**config.mk**
```make
export PLATFORM = sky130hd
export DESIGN_NAME = sgp_gpio_ports
export DESIGN_NICKNAME = d
export VERILOG_FILES = /design/src/logic/sgp_pkg.sv /design/src/logic/sgp_sync2.sv /design/src/logic/sgp_gpio_ports.sv
export SDC_FILE = /design/constraint.sdc
export NUM_CORES = 1
export LEC_CHECK = 0
export ABC_CLOCK_PERIOD_IN_PS = 5950
export BUFFER_PORTS_ARGS = -buffer_cell sky130_fd_sc_hd__buf_2
export CAP_MARGIN = 20
export CORE_MARGIN = 10
export CORE_UTILIZATION = 57
export CTS_BUF_LIST = sky130_fd_sc_hd__clkbuf_2 sky130_fd_sc_hd__clkbuf_4 sky130_fd_sc_hd__clkbuf_8
export DETAILED_ROUTE_END_ITERATION = 7
export MAX_ROUTING_LAYER = met4
export PLACE_DENSITY = 0.86
export SLEW_MARGIN = 20
export SYNTH_ARGS = -nofsm -noshare
export SYNTH_HDL_FRONTEND = slang
export SYNTH_SLANG_ARGS = --single-unit
export TNS_END_PERCENT = 20
```
**constraint.sdc**
```tcl
create_clock -name i_core_clk -period 5.95 [get_ports i_core_clk]
set_clock_uncertainty 0.1 [all_clocks]
set_input_delay 0.595 -clock i_core_clk [delete_from_list [all_inputs] [get_ports i_core_clk]]
set_output_delay 0.595 -clock i_core_clk [all_outputs]
set_load 0.1 [all_outputs]
```
**src/logic/sgp_pkg.sv**
```systemverilog
// Package for the shared port block: register map, field positions, reset values, carriers.
// Assumes a 32-bit AXI4-Lite register bus with byte address = 4 * register index.
package sgp_pkg;

    // ==========================================================
    // Register indices and bus constants
    localparam int ADDR_W = 8;
    localparam int IDX_W = 6;
    localparam logic [IDX_W-1:0] IDX_PORTC = 6'h02;
    localparam logic [IDX_W-1:0] IDX_PORTD = 6'h03;
    localparam logic [IDX_W-1:0] IDX_PC_DIR = 6'h06;
    localparam logic [IDX_W-1:0] IDX_PD_DIR = 6'h07;
    localparam logic [IDX_W-1:0] IDX_PORTE = 6'h08;
    localparam logic [IDX_W-1:0] IDX_PE_DIR = 6'h0C;
    localparam logic [IDX_W-1:0] IDX_PERCFG = 6'h10;
    localparam logic [1:0] RESP_OKAY = 2'h0;
    localparam logic [1:0] RESP_SLVERR = 2'h2;

    // ==========================================================
    // Field positions
    localparam int PC_W = 6;
    localparam int PD_W = 8;
    localparam int PE_W = 8;
    localparam int MCLK_EN_BIT = 7;
    localparam int MCLK_PIN = 2;
    localparam int TA_CLK_PIN = 6;
    localparam int TB_CLK_PIN = 4;
    localparam int ADC_PINS = 7;
    localparam logic [4:0] ADC_BASE_CHAN = 5'h08;
    localparam int SCK_PIN = 7;
    localparam int MOSI_PIN = 6;
    localparam int MISO_PIN = 5;
    localparam int SS_PIN = 4;
    localparam int TCH1_PIN = 3;
    localparam int TCH0_PIN = 2;
    localparam int RXD_PIN = 1;
    localparam int TXD_PIN = 0;
    localparam logic [2:0] PRESC_EXT_CLK = 3'h7;
    localparam logic [1:0] ELS_OFF = 2'h0;

    // ==========================================================
    // Reset values
    localparam logic [7:0] DDR_RST = 8'h00;
    localparam logic [PC_W-1:0] PC_DIR_RST = 6'h00;
    localparam logic MCLK_EN_RST = 1'b0;
    localparam int CFG_W = 19;

    // ==========================================================
    // Carriers
    typedef struct packed {
        logic sci_enable_bit;
        logic [1:0] ch1_edge_level_select;
        logic [1:0] ch0_edge_level_select;
        logic mode_fault_enable;
        logic spi_master_bit;
        logic spi_enable_bit;
        logic [2:0] tb_prescaler_select;
        logic [2:0] ta_prescaler_select;
        logic [4:0] adc_channel_select;
    } sgp_cfg_s;

    localparam sgp_cfg_s CFG_RST = '0;

    // Peripheral drive toward the pins
    typedef struct packed {
        logic spi_sck;
        logic spi_mosi;
        logic spi_miso;
        logic [1:0] tch_out;
        logic [1:0] tch_oe;
        logic sci_txd;
    } sgp_per_out_s;

    // Synchronised pin levels toward the peripherals
    typedef struct packed {
        logic timer_a_ext_clock;
        logic timer_b_ext_clock;
        logic spi_sck;
        logic spi_mosi;
        logic spi_miso;
        logic spi_ss;
        logic [1:0] tch_in;
        logic sci_rxd;
    } sgp_per_in_s;

endpackage : sgp_pkg

```
**src/logic/sgp_sync2.sv**
```systemverilog
// Two-stage synchroniser for a vector of pin levels.
// Assumes each bit is an independent level; no multi-bit coherence is needed.
module sgp_sync2 #(
    parameter int W = 8
) (
    input wire logic i_core_clk,
    input wire logic i_rst_b,
    input wire logic [W-1:0] i_async,
    output logic [W-1:0] o_sync
);
    logic [W-1:0] meta_reg;
    logic [W-1:0] sync_reg;

    // ==========================================================
    // First stage is read only by the second
    always_ff @(posedge i_core_clk or negedge i_rst_b) begin
        if (!i_rst_b) begin
            meta_reg <= '0;
            sync_reg <= '0;
        end else begin
            meta_reg <= i_async;
            sync_reg <= meta_reg;
        end
    end

    assign o_sync = sync_reg;
endmodule // sgp_sync2

```
**src/logic/sgp_gpio_ports.sv**
```systemverilog
// Three shared ports (6, 8 and 8 bits) with latches, direction bits and peripheral takeover.
// Assumes an AXI4-Lite master on i_core_clk and peripherals on the same clock.
//
// Contract
// - Six-bit port keeps six read/write latch bits; reset leaves them unchanged.
// - Clock-output enable bit drives system clock onto six-bit port pin 2.
// - Clock output enabled overrides pin 2 direction; reset clears clock-output enable.
// - Direction one enables output buffer; reset clears six-bit port directions.
// - Six-bit port read gives latch where direction one, pin level otherwise; pin 2 reads zero while clock output enabled.
// - Latches always writable; writing an input's latch leaves pin reading unchanged.
// - Reset clears all first eight-bit port direction bits.
// - First eight-bit port read gives latch or pin level by direction.
// - ADC-selected first-port pin reads zero as input, latch as output.
// - Timer-owned pins ignore first-port direction, which still selects read source.
// - First-port pins 6 and 4 are timer clock inputs when prescaler selects them.
// - Second-port pins 7, 6, 5 carry SPI clock, MOSI, MISO when SPI enabled.
// - Pin 4 is GPIO if SPI off or master without mode fault; else select.
// - SPI slave mode makes slave-select pin direction bit ineffective.
// - Peripheral-owned second-port pins ignore direction; direction still picks read source.
// - Second-port pins 3, 2 are timer channels when edge/level select nonzero.
// - Second-port pins 1, 0 are SCI receive and transmit when SCI enabled.
// - Six-bit port data at index 2; upper two bits read zero.
//
// Implementation choice: register access over AXI4-Lite.
module sgp_gpio_ports import sgp_pkg::*; (
    input wire logic i_core_clk,
    input wire logic i_rst_b,
    input wire logic i_awvalid,
    output logic o_awready,
    input wire logic [ADDR_W-1:0] i_awaddr,
    input wire logic i_wvalid,
    output logic o_wready,
    input wire logic [31:0] i_wdata,
    input wire logic [3:0] i_wstrb,
    output logic o_bvalid,
    input wire logic i_bready,
    output logic [1:0] o_bresp,
    input wire logic i_arvalid,
    output logic o_arready,
    input wire logic [ADDR_W-1:0] i_araddr,
    output logic o_rvalid,
    input wire logic i_rready,
    output logic [31:0] o_rdata,
    output logic [1:0] o_rresp,
    input wire logic [PC_W-1:0] i_pc_pin,
    output logic [PC_W-1:0] o_pc_pin,
    output logic [PC_W-1:0] o_pc_oe,
    input wire logic [PD_W-1:0] i_pd_pin,
    output logic [PD_W-1:0] o_pd_pin,
    output logic [PD_W-1:0] o_pd_oe,
    input wire logic [PE_W-1:0] i_pe_pin,
    output logic [PE_W-1:0] o_pe_pin,
    output logic [PE_W-1:0] o_pe_oe,
    input wire logic i_mclk,
    input wire sgp_per_out_s i_per,
    output sgp_per_in_s o_per,
    output sgp_cfg_s o_cfg
);

    // ==========================================================
    // State
    logic aw_held_reg;
    logic [IDX_W-1:0] widx_reg;
    logic w_held_reg;
    logic [31:0] wdata_reg;
    logic wstrb0_reg;
    logic bvalid_reg;
    logic [1:0] bresp_reg;
    logic rvalid_reg;
    logic [31:0] rdata_reg;
    logic [1:0] rresp_reg;
    logic [PC_W-1:0] pc_latch_reg;
    logic [PD_W-1:0] pd_latch_reg;
    logic [PE_W-1:0] pe_latch_reg;
    logic [PC_W-1:0] pc_dir_reg;
    logic mclk_en_reg;
    logic [PD_W-1:0] pd_dir_reg;
    logic [PE_W-1:0] pe_dir_reg;
    sgp_cfg_s cfg_reg;
    logic [PC_W-1:0] pc_sync;
    logic [PD_W-1:0] pd_sync;
    logic [PE_W-1:0] pe_sync;

    // ==========================================================
    // Pin synchronisers
    sgp_sync2 #(.W(PC_W)) u_sync_pc (
        .i_core_clk(i_core_clk),
        .i_rst_b(i_rst_b),
        .i_async(i_pc_pin),
        .o_sync(pc_sync)
    );
    sgp_sync2 #(.W(PD_W)) u_sync_pd (
        .i_core_clk(i_core_clk),
        .i_rst_b(i_rst_b),
        .i_async(i_pd_pin),
        .o_sync(pd_sync)
    );
    sgp_sync2 #(.W(PE_W)) u_sync_pe (
        .i_core_clk(i_core_clk),
        .i_rst_b(i_rst_b),
        .i_async(i_pe_pin),
        .o_sync(pe_sync)
    );

    // ==========================================================
    // Bus decode
    wire logic aw_take = i_awvalid && o_awready;
    wire logic w_take = i_wvalid && o_wready;
    wire logic wr_fire = aw_held_reg && w_held_reg && !bvalid_reg;
    wire logic rd_fire = i_arvalid && o_arready;
    wire logic [IDX_W-1:0] ridx = i_araddr[ADDR_W-1:2];
    wire logic wr_en = wr_fire && wstrb0_reg;
    wire logic [PC_W-1:0] pc_wr_val = wdata_reg[PC_W-1:0];
    wire logic wr_mapped = (widx_reg == IDX_PORTC) || (widx_reg == IDX_PORTD)
        || (widx_reg == IDX_PC_DIR) || (widx_reg == IDX_PD_DIR) || (widx_reg == IDX_PORTE)
        || (widx_reg == IDX_PE_DIR) || (widx_reg == IDX_PERCFG);

    assign o_awready = !aw_held_reg && !bvalid_reg;
    assign o_wready = !w_held_reg && !bvalid_reg;
    assign o_arready = !rvalid_reg;
    assign o_bvalid = bvalid_reg;
    assign o_bresp = bresp_reg;
    assign o_rvalid = rvalid_reg;
    assign o_rdata = rdata_reg;
    assign o_rresp = rresp_reg;

    // ==========================================================
    // Pin ownership
    wire logic ta_own = cfg_reg.ta_prescaler_select == PRESC_EXT_CLK;
    wire logic tb_own = cfg_reg.tb_prescaler_select == PRESC_EXT_CLK;
    wire logic spi_on = cfg_reg.spi_enable_bit;
    wire logic spi_mst = cfg_reg.spi_master_bit;
    wire logic ss_own = spi_on && !(spi_mst && !cfg_reg.mode_fault_enable);
    wire logic sci_on = cfg_reg.sci_enable_bit;
    wire logic [1:0] tch_own = {cfg_reg.ch1_edge_level_select != ELS_OFF,
        cfg_reg.ch0_edge_level_select != ELS_OFF};
    logic [PD_W-1:0] adc_sel;
    wire logic [PD_W-1:0] tclk_own = {1'b0, ta_own, 1'b0, tb_own, 4'h0};

    genvar k;
    generate
        for (k = 0; k < PD_W; k++) begin : g_adc
            if (k < ADC_PINS) begin : g_ch
                assign adc_sel[k] = cfg_reg.adc_channel_select == (ADC_BASE_CHAN + 5'(k));
            end else begin : g_none
                assign adc_sel[k] = 1'b0;
            end
        end
    endgenerate

    // ==========================================================
    // Pin drive
    always_comb begin
        o_pc_pin = pc_latch_reg;
        o_pc_oe = pc_dir_reg;
        if (mclk_en_reg) begin
            o_pc_pin[MCLK_PIN] = i_mclk;
            o_pc_oe[MCLK_PIN] = 1'b1;
        end
    end

    // ADC and timer clock pins are released; direction still steers reads
    assign o_pd_pin = pd_latch_reg;
    assign o_pd_oe = pd_dir_reg & ~adc_sel & ~tclk_own;

    always_comb begin
        o_pe_pin = pe_latch_reg;
        o_pe_oe = pe_dir_reg;
        if (spi_on) begin
            o_pe_pin[SCK_PIN] = i_per.spi_sck;
            o_pe_oe[SCK_PIN] = spi_mst;
            o_pe_pin[MOSI_PIN] = i_per.spi_mosi;
            o_pe_oe[MOSI_PIN] = spi_mst;
            o_pe_pin[MISO_PIN] = i_per.spi_miso;
            o_pe_oe[MISO_PIN] = !spi_mst;
        end
        if (ss_own) begin
            o_pe_oe[SS_PIN] = 1'b0;
        end
        if (tch_own[1]) begin
            o_pe_pin[TCH1_PIN] = i_per.tch_out[1];
            o_pe_oe[TCH1_PIN] = i_per.tch_oe[1];
        end
        if (tch_own[0]) begin
            o_pe_pin[TCH0_PIN] = i_per.tch_out[0];
            o_pe_oe[TCH0_PIN] = i_per.tch_oe[0];
        end
        if (sci_on) begin
            o_pe_oe[RXD_PIN] = 1'b0;
            o_pe_pin[TXD_PIN] = i_per.sci_txd;
            o_pe_oe[TXD_PIN] = 1'b1;
        end
    end

    assign o_per.timer_a_ext_clock = pd_sync[TA_CLK_PIN];
    assign o_per.timer_b_ext_clock = pd_sync[TB_CLK_PIN];
    assign o_per.spi_sck = pe_sync[SCK_PIN];
    assign o_per.spi_mosi = pe_sync[MOSI_PIN];
    assign o_per.spi_miso = pe_sync[MISO_PIN];
    assign o_per.spi_ss = pe_sync[SS_PIN];
    assign o_per.tch_in = {pe_sync[TCH1_PIN], pe_sync[TCH0_PIN]};
    assign o_per.sci_rxd = pe_sync[RXD_PIN];
    assign o_cfg = cfg_reg;

    // ==========================================================
    // Read data selection
    wire logic [PC_W-1:0] pc_mask = mclk_en_reg ? ~(PC_W'(1) << MCLK_PIN) : '1;
    wire logic [PC_W-1:0] pc_rd = ((pc_dir_reg & pc_latch_reg) | (~pc_dir_reg & pc_sync))
        & pc_mask;
    wire logic [PD_W-1:0] pd_rd = (pd_dir_reg & pd_latch_reg)
        | (~pd_dir_reg & ~adc_sel & pd_sync);
    wire logic [PE_W-1:0] pe_rd = (pe_dir_reg & pe_latch_reg)
        | (~pe_dir_reg & pe_sync);
    logic [31:0] rd_mux;
    logic rd_ok;

    always_comb begin
        rd_mux = 32'h0000_0000;
        rd_ok = 1'b1;
        case (ridx)
            IDX_PORTC: rd_mux = {26'h000_0000, pc_rd};
            IDX_PORTD: rd_mux = {24'h00_0000, pd_rd};
            IDX_PC_DIR: rd_mux = {24'h00_0000, mclk_en_reg, 1'b0, pc_dir_reg};
            IDX_PD_DIR: rd_mux = {24'h00_0000, pd_dir_reg};
            IDX_PORTE: rd_mux = {24'h00_0000, pe_rd};
            IDX_PE_DIR: rd_mux = {24'h00_0000, pe_dir_reg};
            IDX_PERCFG: rd_mux = {13'h0000, cfg_reg};
            default: rd_ok = 1'b0;
        endcase
    end

    // ==========================================================
    // Bus handshake state
    always_ff @(posedge i_core_clk or negedge i_rst_b) begin
        if (!i_rst_b) begin
            aw_held_reg <= 1'b0;
            widx_reg <= '0;
            w_held_reg <= 1'b0;
            wdata_reg <= 32'h0000_0000;
            wstrb0_reg <= 1'b0;
            bvalid_reg <= 1'b0;
            bresp_reg <= RESP_OKAY;
        end else begin
            if (aw_take) begin
                aw_held_reg <= 1'b1;
                widx_reg <= i_awaddr[ADDR_W-1:2];
            end else if (wr_fire) begin
                aw_held_reg <= 1'b0;
            end
            if (w_take) begin
                w_held_reg <= 1'b1;
                wdata_reg <= i_wdata;
                wstrb0_reg <= i_wstrb[0];
            end else if (wr_fire) begin
                w_held_reg <= 1'b0;
            end
            if (wr_fire) begin
                bvalid_reg <= 1'b1;
                bresp_reg <= wr_mapped ? RESP_OKAY : RESP_SLVERR;
            end else if (i_bready) begin
                bvalid_reg <= 1'b0;
            end
        end
    end

    always_ff @(posedge i_core_clk or negedge i_rst_b) begin
        if (!i_rst_b) begin
            rvalid_reg <= 1'b0;
            rdata_reg <= 32'h0000_0000;
            rresp_reg <= RESP_OKAY;
        end else if (rd_fire) begin
            rvalid_reg <= 1'b1;
            rdata_reg <= rd_mux;
            rresp_reg <= rd_ok ? RESP_OKAY : RESP_SLVERR;
        end else if (i_rready) begin
            rvalid_reg <= 1'b0;
        end
    end

    // ==========================================================
    // Control registers
    always_ff @(posedge i_core_clk or negedge i_rst_b) begin
        if (!i_rst_b) begin
            pc_dir_reg <= PC_DIR_RST;
            mclk_en_reg <= MCLK_EN_RST;
            pd_dir_reg <= DDR_RST;
            pe_dir_reg <= DDR_RST;
            cfg_reg <= CFG_RST;
        end else if (wr_en) begin
            if (widx_reg == IDX_PC_DIR) begin
                pc_dir_reg <= wdata_reg[PC_W-1:0];
                mclk_en_reg <= wdata_reg[MCLK_EN_BIT];
            end
            if (widx_reg == IDX_PD_DIR) begin
                pd_dir_reg <= wdata_reg[PD_W-1:0];
            end
            if (widx_reg == IDX_PE_DIR) begin
                pe_dir_reg <= wdata_reg[PE_W-1:0];
            end
            if (widx_reg == IDX_PERCFG) begin
                cfg_reg <= sgp_cfg_s'(wdata_reg[CFG_W-1:0]);
            end
        end
    end

    // Data latches have no reset so contents survive it
    always_ff @(posedge i_core_clk) begin
        if (wr_en && widx_reg == IDX_PORTC) begin
            pc_latch_reg <= pc_wr_val;
        end
        if (wr_en && widx_reg == IDX_PORTD) begin
            pd_latch_reg <= wdata_reg[PD_W-1:0];
        end
        if (wr_en && widx_reg == IDX_PORTE) begin
            pe_latch_reg <= wdata_reg[PE_W-1:0];
        end
    end
endmodule // sgp_gpio_ports

```
# Word-level counts from Yosys, hierarchy flattened
# Index checks and enable logic that the tools add are counted.
# word_totals
out_inout_bits,113
rom_bits,0
wordCells,133
n_memories,0
mem_bits_rw,0
latch_bits,0
in_bits,90
ff_bits,174
# op_classes
n_eq_ne,23
add_sub_neg,0
mux,23
shift,0
reduce_logical,37
n_lt_le_gt_ge,0
bitwise,18
n_mul,0
div,0
# op_table
cell,count
$pmux 19 s7,1
$and 8x8->8,7
$eq 5x4->1 const B,7
$eq 6x2->1 const B,4
$eq 6x3->1 const B,4
$eq 6x4->1 const B,4
$and 6x6->6,3
$mux 1,16
$not 7->8,2
$not 8->8,2
$or 8x8->8,2
$logic_and 1x1->1,13
$eq 6x5->1 const B,2
$reduce_bool 2->1,6
$mux 3,3
$reduce_and 2->1,4
$logic_not 1->1,7
$reduce_or 7->1,1
$eq 3x3->1 const B,2
$logic_or 1x1->1,6
$mux 2,3
$not 6->6,1
$or 6x6->6,1

# Logic depth before layout (Yosys ltp)
# Gate-level depths: netlist of run 1.
# logic_depth
word_depth,8
depth_mapped,6
depth_no_buf,4

# Cells and area by module
# Synthesis of run 1 repeated with hierarchy kept, for this count alone.
# unflattened
cells_unflattened,510
hier_area_um2,6672.6
# by_module_without_submodules
mod,area_per_inst_um2,cells_each,seq_area_each_um2,instances
sgp_gpio_ports,5571.6,466,2987.9,1
sgp_sync2 (u_sync_pd ...),400.4,16,400.4,2
sgp_sync2 (u_sync_pc),300.3,12,300.3,1

# Worst setup path before layout of run 1
# No wires, ideal clock.
# synth_timing
path_type,register to output
startpoint,register cfg_reg (netlist bit o_cfg[1])
endpoint,output port o_pd_oe[0]
t_arrival_ns,3.565
path_slack_ns,1.690
path_buffers,1
path_stages_with_launch,4
required_time_ns,5.255
path_cell_list,dfrtp_1 -> clkbuf_1 -> nor3b_1 -> a21boi_0
# synth_between
elab_chain_len,4
# synth_rtl
item,line,rtl
from (decl),sgp_gpio_ports.sv:79,sgp_cfg_s cfg_reg;
from (signal assigned),sgp_gpio_ports.sv:301,cfg_reg <= sgp_cfg_s'(wdata_reg[CFG_W-1:0]);
$eq 5x4->1,sgp_gpio_ports.sv:144,assign adc_sel[k] = cfg_reg.adc_channel_select == (ADC_BASE_CHAN + 5'(k));
$not 7->8,sgp_gpio_ports.sv:164,assign o_pd_oe = pd_dir_reg & ~adc_sel & ~tclk_own;
$and 8x8->8 (2 in series),sgp_gpio_ports.sv:164,
to (decl),sgp_gpio_ports.sv:50,"output logic [PD_W-1:0] o_pd_oe,"
# No other way between the ends.

# Worst setup path in the final report of run 1
# layout_timing
startpoint,register cfg_reg (netlist bit o_cfg[1])
endpoint,output port o_pd_oe[2]
# The elaborated chain is that of the path after synthesis.

==> run_results.csv, run 1 <==
group,metric,value,unit
finish,drive_above_1_share,0.443,
placement,place_congestion,0.930,
route,drtIter0Drc,426,
synthesis,synthTopCellsByArea,"dfrtp_1, mux2_2, edfxtp_1, buf_4, mux2_4",
clocking,cts_resized,0,
route,dr_total_vias,4665,
finish,utilization,0.682,
route,highest_layer,"met4",
floorplanning,die_w,129,um
setup_path,path_class,"reg2out",
route,wl_per_cell,21.5,um
grt,track_usage,0.220,
placement,portBuffers,167,
sta,fin_crit_sh,0.463,
min_path,hold_class,"in2reg",
finish,mostFrequentLayoutCells,"buf_2, dfrtp_1, mux2_2, nand2_1, o21ai_0",
grt,grt_pass1_vias,4918,
setup_path,crit_family,"flip-flops",
finish,nets,752,
clocking,ctsHtreeMaxLevel,4,
clocking,root_buffer,"clkbuf_8",
synthesis,synthCells,520,
synthesis,ys_ff_latch,159,
floorplanning,die-area,16600,um2
clocking,clock_latency,460,ps
setup_path,crit_required,5260,ps
floorplanning,start_util,0.588,
sta,slew_headroom,0.368,
power_and_ir_drop,ir_drop,0.545,mV
placement,dpl.cell_count,785,
clocking,clock_sinks,159,
sta,hold_viol_final,0,
synthesis,synth.avg_cell_area,13.0,um2
synthesis,yosysTopAreaCell,"dfrtp_1",
finish,fillers,866,
clocking,clkTransAtPathRegs,80,ps
route,via_per_inst,5.70,
synthesis,synth_edf_count,22,
synthesis,syn_area,6780,um2
sta,worst_slew_pin_slew,948,ps
finish,area_growth,15.9,%
setup_path,max_stage_delay,520,ps
synthesis,synth.distinct_cells,52,
route,drcViolationCount,0,
floorplanning,die_y,129,um
placement,dp_hpwl,13300,um
route,wl_met2,8860,um
clocking,cts_tree,"built",
route,firstDrtPassIters,4,
sta,fmax,0.363,GHz
finish,mostFrequentLayoutCell,"buf_2",
route,ant_nets,0,
power_and_ir_drop,totalPowerFinal,4.28,mW
sta,min_period,2750,ps
floorplanning,rows,39,
clocking,clk_path_buf_depth,2,
clocking,cts_made_buffers,17,
clocking,postCtsSetupRepairBufs,0,
floorplanning,ioPinCount,203,
setup_path,worstPathMaxFanout,10,
finish,finalNonFillerCells,819,
sta,final-setup-viol-count,0,
setup_path,cpMaxStageDelayCell,"dfrtp_1",
route,met1Wirelength,6990,um
grt,overflow,0,
sta,finalMaxSlewViolations,0,
sta,fin_tns_setup,0,ps
sta,rsz0062_at_grt,"false",
job,drv_cap,0,
synthesis,yosysWarnings,0,
power_and_ir_drop,powerDensity,545,nW/um2
power_and_ir_drop,power.leakage,3.73,nW
synthesis,synth.top_cell.area_share,0.506,
floorplanning,coreArea,11500,um2
setup_path,end_kind,"output pin",
setup_path,critPathBufInv,1,
grt,grt_max_degree,79,
route,wirelength,17600,um
route,met3_length,1390,um
grt,grt_pass1_wl,27100,um
setup_path,start_kind,"flip-flop",
setup_path,crit_arrival,2060,ps
synthesis,synthFlopType,"dfrtp_1",
run_status,status,"complete, no violations",
grt,antenna_found_initial,1,
synthesis,ys_async_sr_fraction,0.862,
setup_path,cp_cell_sequence,"and3b_1, a21boi_0, buf_2",
synthesis,synth_seq_area_share,0.604,
==> synth_stat cells, types with 6 or more instances <==
library cell,number
clkbuf_1,14
o21ai_0,28
mux2i_1,12
nand2b_1,9
nor2_1,19
a2111oi_0,7
nor3b_1,9
edfxtp_1,22
or3b_2,10
mux2_2,67
inv_1,6
a211oi_1,11
dfrtp_1,137
buf_4,40
nor3_1,7
nand2_1,38
a21oi_1,7
mux2_4,10
==> path summary, 6_finish.rpt <==
kind	slack [ps]	cells past startpoint	startpoint	endpoint
max	3200	3	o_cfg[1]$_DFFE_PN0P_	o_pd_oe[2]
min	140	1	i_pc_pin[0]	u_sync_pc.meta_reg[0]$_DFF_PN0_
min in group asynchronous	550	2	i_rst_b	wdata_reg[3]$_DFFE_PN0P_
min reg2reg	250	0	u_sync_pc.meta_reg[4]$_DFF_PN0_	u_sync_pc.o_sync[4]$_DFF_PN0_
max reg2reg	3630	4	o_bvalid$_DFFE_PN0P_	o_cfg[13]$_DFFE_PN0P_
max in group asynchronous	3800	3	i_rst_b	u_sync_pc.meta_reg[5]$_DFF_PN0_
==> kinds of logic after synthesis <==
kind of cell / synth area share
muxes: 0.151
DFF: 0.604
other: 0.000553
AOI/OAI and AO/OA: 0.0790
and+or+nand+nor: 0.102
buffers and inverters: 0.0633
==> per-stage QoR <==
stage	instance area (um2)	hold WS (ps)	worst slack (ps)
global route	7850	108	3160
detailed placement	7460	236	3400
global placement	7460	232	3470
CTS	7850	107	3240
finish	7850	138	3200
floorplan	6830	199	1690
==> layout make-up <==
class / count / area (um2) / share of cell area
sequential: 159 / 4090 / 0.521
multi-input combinational: 308 / 2320 / 0.295
inverter: 6 / 22.5 / 0.00287
antenna: 1 / 2.50 / 0.000319
clock inverter: 6 / 61.3 / 0.00781
timing repair buffer: 170 / 867 / 0.110
clock buffer: 26 / 314 / 0.0400
tap: 143 / 179 / 0.0228
==> per-layer routing <==
layer | global-route usage | vias up
li1 | - | 2101
met1 | 0.260 | 2321
met2 | 0.349 | 213
met3 | 0.0653 | 30
met4 | 0.0876 | 0
met5 | - | -
==> where the power goes <==
part           internal (mW)  switching (mW)
logic                  0.422            1.44
clock network          0.384           0.370
registers               1.35           0.310
total                   2.16            2.12
==> repair_timing <==
item | CTS | global route
hold buffers | 1 | 0
hold endpoints to repair | 16 | 0
endpoints found under the setup margin | 0 | 0
Note: power is estimated with default switching activity, not from simulation.
==> inputs of run 2 (changes only) <==
ABC_CLOCK_PERIOD_IN_PS = 2500   (was 5950)
CORE_UTILIZATION = 48   (was 57)
PLACE_DENSITY = 0.77   (was 0.86)
clock period = 2.5 ns   (was 5.95 ns; I/O delays follow)
==> run 2 against run 1 <==
Against the previous run:
- critical path depth is 1 higher
- first-iteration DRC count is 45% lower
- combinational power is 140% higher
- utilization is 6.8 points lower
- hold slack better by 57 ps
- count of clock-buffer cells in the layout is 2 lower
- via count is 4.7% higher
- largest cell class unchanged
- largest power group unchanged
==> run_results.csv, run 2 (same netlist as run 1, synthesis figures left out) <==
group,metric,value,unit
setup_path,r2r_start,"o_bvalid$_DFFE_PN0P_",
clocking,cts_made_buffers,17,
route,firstDrtPassIters,5,
setup_path,worstPathMaxFanout,8,
clocking,cts_tree,"built",
power_and_ir_drop,power.leakage,3.98,nW
clocking,ctsHtreeMaxLevel,4,
finish,area_growth,25.7,%
clocking,clock_latency,460,ps
placement,dp_hpwl,13800,um
power_and_ir_drop,powerDensity,1200,nW/um2
setup_path,path_class,"reg2out",
grt,grt_pass1_wl,29600,um
setup_path,crit_arrival,1950,ps
sta,hold_ws,195,ps
floorplanning,start_util,0.488,
setup_path,start_kind,"flip-flop",
sta,fin_crit_sh,0.920,
power_and_ir_drop,totalPowerFinal,10.3,mW
route,wirelength,19000,um
route,drcViolationCount,0,
floorplanning,rows,43,
placement,portBuffers,167,
clocking,root_buffer,"clkbuf_8",
run_status,status,"complete, no violations",
floorplanning,die_y,139,um
grt,antenna_found_initial,5,
grt,grt_pass1_vias,5268,
sta,worst_slack,200,ps
clocking,clkTransAtPathRegs,80,ps
sta,worst_slew_pin_slew,886,ps
power_and_ir_drop,ir_drop,1.19,mV
placement,place_congestion,0.926,
finish,mostFrequentLayoutCell,"buf_2",
sta,hold_viol_final,0,
setup_path,r2r_slack,390,ps
finish,drive_above_1_share,0.422,
clocking,clk_path_buf_depth,2,
grt,track_usage,0.200,
route,ant_nets,0,
sta,fmax,0.435,GHz
finish,nets,812,
clocking,cts_resized,0,
grt,grt_max_degree,68,
setup_path,crit_start,"o_cfg[4]$_DFFE_PN0P_",
route,wl_per_cell,20.6,um
setup_path,crit_required,2150,ps
job,drv_cap,0,
sta,slew_headroom,0.408,
min_path,hold_class,"in2async",
route,drtIter0Drc,233,
route,via_per_inst,5.31,
sta,finalMaxSlewViolations,0,
sta,fin_tns_setup,0,ps
floorplanning,die-area,19300,um2
grt,overflow,0,
placement,dpl_worst_slack,284,ps
clocking,clock_sinks,159,
sta,min_period,2300,ps
sta,final-setup-viol-count,0,
route,dr_total_vias,4886,
floorplanning,die_w,139,um
sta,rsz0062_at_grt,"false",
setup_path,end_kind,"output pin",
floorplanning,coreArea,13900,um2
floorplanning,ioPinCount,203,
finish,mostFrequentLayoutCells,"buf_2, dfrtp_1, mux2_2, dlygate4sd3_1, nand2_1",
## run 2: what timing repair did
action                    CTS  global route
hold endpoints to repair   99             0
buffers inserted            0             0
hold buffers               53             0
## run 2: critical path, stage by stage, from the launching register on
cell	delay (ps)
dfrtp_1	500
nor2_1	360
nand4_1	160
and2_1	180
buf_2	280
## run 2: power breakdown
group          leakage, nW  switching [mW]  internal, mW  total (mW)
sequential            1.93           0.735          3.21        3.95
clock                0.190           0.913         0.854        1.77
combinational         1.86            3.47          1.08        4.55
## run 2: through the flow
step	area [um2]	instances	utilization
6_report	8520	920	0.614
5_1_grt	8520	920	0.614
4_1_cts	8510	915	0.613
3_5_place_dp	7600	830	0.547
3_3_place_gp	7600	830	0.547
2_1_floorplan	6840	534	-
## run 2: final cells by class
type	count	area, um2
diodes	5	12.5
clock buffers	24	324
clock inverters	8	55.1
fillers	1074	5360
inverters	6	22.5
multi-input cells	308	2330
flip-flops and latches	159	4090
well taps	180	225
repair buffers	230	1460
## run 2: metal layers
| layer | global-route usage | part of all wire |
|---|---|---|
| met2 | 0.327 | 0.50 |
| met5 | - | 0 |
| met3 | 0.0675 | 0.077 |
| met1 | 0.217 | 0.39 |
| met4 | 0.0906 | 0.038 |
## run 2: final timing paths
path / end / cells past startpoint
max: o_pd_oe[3] / 4
min: u_sync_pc.meta_reg[3]$_DFF_PN0_ / 2
max reg2reg: o_cfg[13]$_DFFE_PN0P_ / 5
min reg2reg: u_sync_pe.o_sync[5]$_DFF_PN0_ / 0
max in group asynchronous: pe_dir_reg[4]$_DFFE_PN0P_ / 3
min in group i_core_clk: o_rdata[7]$_DFFE_PN0P_ / 4
==> inputs of run 3 (changes only) <==
ABC_CLOCK_PERIOD_IN_PS = 2450   (was 2500)
CORE_UTILIZATION = 53   (was 48)
PLACE_DENSITY = 0.81   (was 0.77)
clock period = 2.45 ns   (was 2.5 ns; I/O delays follow)
==> run 3 against run 2 <==
Against the previous run:
- global-route usage rose by 2.4 points
- via count rose by 0.35%
- non-clock buffer count rose by 3
- sequential power rose by 2%
- worst setup slack got worse by 54 ps
- first-iteration DRC count rose by 69%
- sequential share of layout area barely moved
- total power rose by 2.3%
- register-to-register slack got worse by 30 ps
- clock power barely moved
==> run_results.csv, run 3 (same netlist as run 1, synthesis figures left out) <==
group,metric,value,unit
grt,use_met3,0.0617,
setup_path,crit_arrival,1960,ps
grt,track_usage,0.224,
finish,nets,815,
grt,grt_pass1_vias,5353,
floorplanning,die_w,133,um
route,drcViolationCount,0,
finish,mostFrequentLayoutCell,"buf_2",
route,ant_nets,0,
setup_path,crit_required,2110,ps
floorplanning,rows,41,
floorplanning,die-area,17700,um2
sta,fin_crit_sh,0.940,
min_path,hold_class,"in2async",
floorplanning,die_y,133,um
clocking,clock_sinks,159,
route,via_per_inst,5.36,
sta,hold_viol_final,0,
clocking,clock_latency,460,ps
route,wl_per_cell,20.8,um
sta,rsz0062_at_grt,"false",
placement,portBuffers,167,
setup_path,critPathBufInv,1,
placement,place_area,7620,um2
finish,drive_above_1_share,0.424,
setup_path,cp_cell_sequence,"and3b_1, a21oi_2, buf_2",
sta,worst_slew_pin_slew,914,ps
grt,grt_max_degree,50,
setup_path,end_kind,"output pin",
placement,place_congestion,0.918,
clocking,cts_tree,"built",
floorplanning,start_util,0.539,
power_and_ir_drop,power.leakage,3.99,nW
sta,finalMaxSlewViolations,0,
grt,met2_usage,0.362,
placement,dp_hpwl,13700,um
clocking,clkTransAtPathRegs,90,ps
finish,mostFrequentLayoutCells,"buf_2, dfrtp_1, mux2_2, dlygate4sd3_1, nand2_1",
setup_path,crit_family,"flip-flops",
sta,min_period,2300,ps
route,drtIter0Drc,393,
sta,fmax,0.434,GHz
finish,area_growth,25.7,%
grt,overflow,0,
power_and_ir_drop,powerDensity,1230,nW/um2
grt,antenna_found_initial,4,
grt,grt-busiest-layer,"met2",
run_status,status,"complete, no violations",
finish,postLayoutCellArea,8510,um2
clocking,root_buffer,"clkbuf_8",
route,wirelength,19000,um
setup_path,start_kind,"flip-flop",
setup_path,worstPathMaxFanout,10,
grt,grt_use_met1,0.255,
route,dr_total_vias,4903,
clocking,ctsHtreeMaxLevel,4,
grt,grt_pass1_wl,30100,um
clocking,clk_path_buf_depth,2,
job,drv_cap,0,
clocking,postCtsSetupRepairBufs,0,
sta,final-setup-viol-count,0,
power_and_ir_drop,ir_drop,1.05,mV
setup_path,cpMaxStageDelayCell,"dfrtp_1",
floorplanning,ioPinCount,203,
clocking,cts_made_buffers,17,
setup_path,path_class,"reg2out",
setup_path,max_stage_delay,530,ps
sta,slew_headroom,0.389,
sta,hold_ws,130,ps
floorplanning,coreArea,12600,um2
route,firstDrtPassIters,5,
==> run 3: changes by cell type in the layout (fill, tap and decap cells not counted), sizes merged <==
cell,change
buf,+3
clkbuf,-7
clkinv,-3
clkinvlp,-1
diode,-1
inv,+11
==> run 3: metal layers <==
metal,up-vias,wire (um)
met5,-,0
met4,0,639
met3,47,1230
met2,214,9500
met1,2416,7600
li1,2226,-
==> run 3: area by class of cell <==
class | instances | area (um2)
Antenna cell | 4 | 10.0
Clock buffer | 17 | 234
Clock inverter | 15 | 123
Fill cell | 915 | 4060
Inverter | 6 | 22.5
Multi-Input combinational cell | 308 | 2340
Sequential cell | 159 | 4090
Tap cell | 172 | 215
Timing Repair Buffer | 233 | 1480
==> run 3: final timing paths <==
check,endpoint,slack (ps),startpoint,cells past startpoint
min in group i_core_clk,o_rdata[7]$_DFFE_PN0P_,230,i_araddr[6],4
setup / recovery,o_pd_oe[6],150,o_cfg[1]$_DFFE_PN0P_,3
hold / removal,pd_dir_reg[1]$_DFFE_PN0P_,130,i_rst_b,2
hold reg to reg,u_sync_pc.o_sync[1]$_DFF_PN0_,250,u_sync_pc.meta_reg[1]$_DFF_PN0_,0
max in group asynchronous,o_cfg[9]$_DFFE_PN0P_,1380,i_rst_b,3
setup reg to reg,o_cfg[7]$_DFFE_PN0P_,360,o_bvalid$_DFFE_PN0P_,5
==> run 3: power breakdown <==
| group | internal (mW) | total (mW) | switching, mW |
|---|---|---|---|
| clock | 0.732 | 1.78 | 1.05 |
| sequential | 3.28 | 4.03 | 0.752 |
| combinational | 1.13 | 4.69 | 3.56 |
==> run 3: metrics by stage <==
stage	power [mW]	std cells	util	setup TNS [ps]	worst slack (ps)
after detailed placement	8.67	825	0.606	0	300
final	10.5	914	0.677	0	146
after global placement	8.55	825	0.606	0	377
after CTS	10.5	910	0.677	0	136
after global routing	10.9	914	0.677	0	57.7
after floorplan	7.74	534	-	-2250	-591
==> run 3: what timing repair did <==
action / CTS / global route
hold buffers: 53 / 0
endpoints found under the hold margin: 189 / 0
resized for setup: 0 / 0
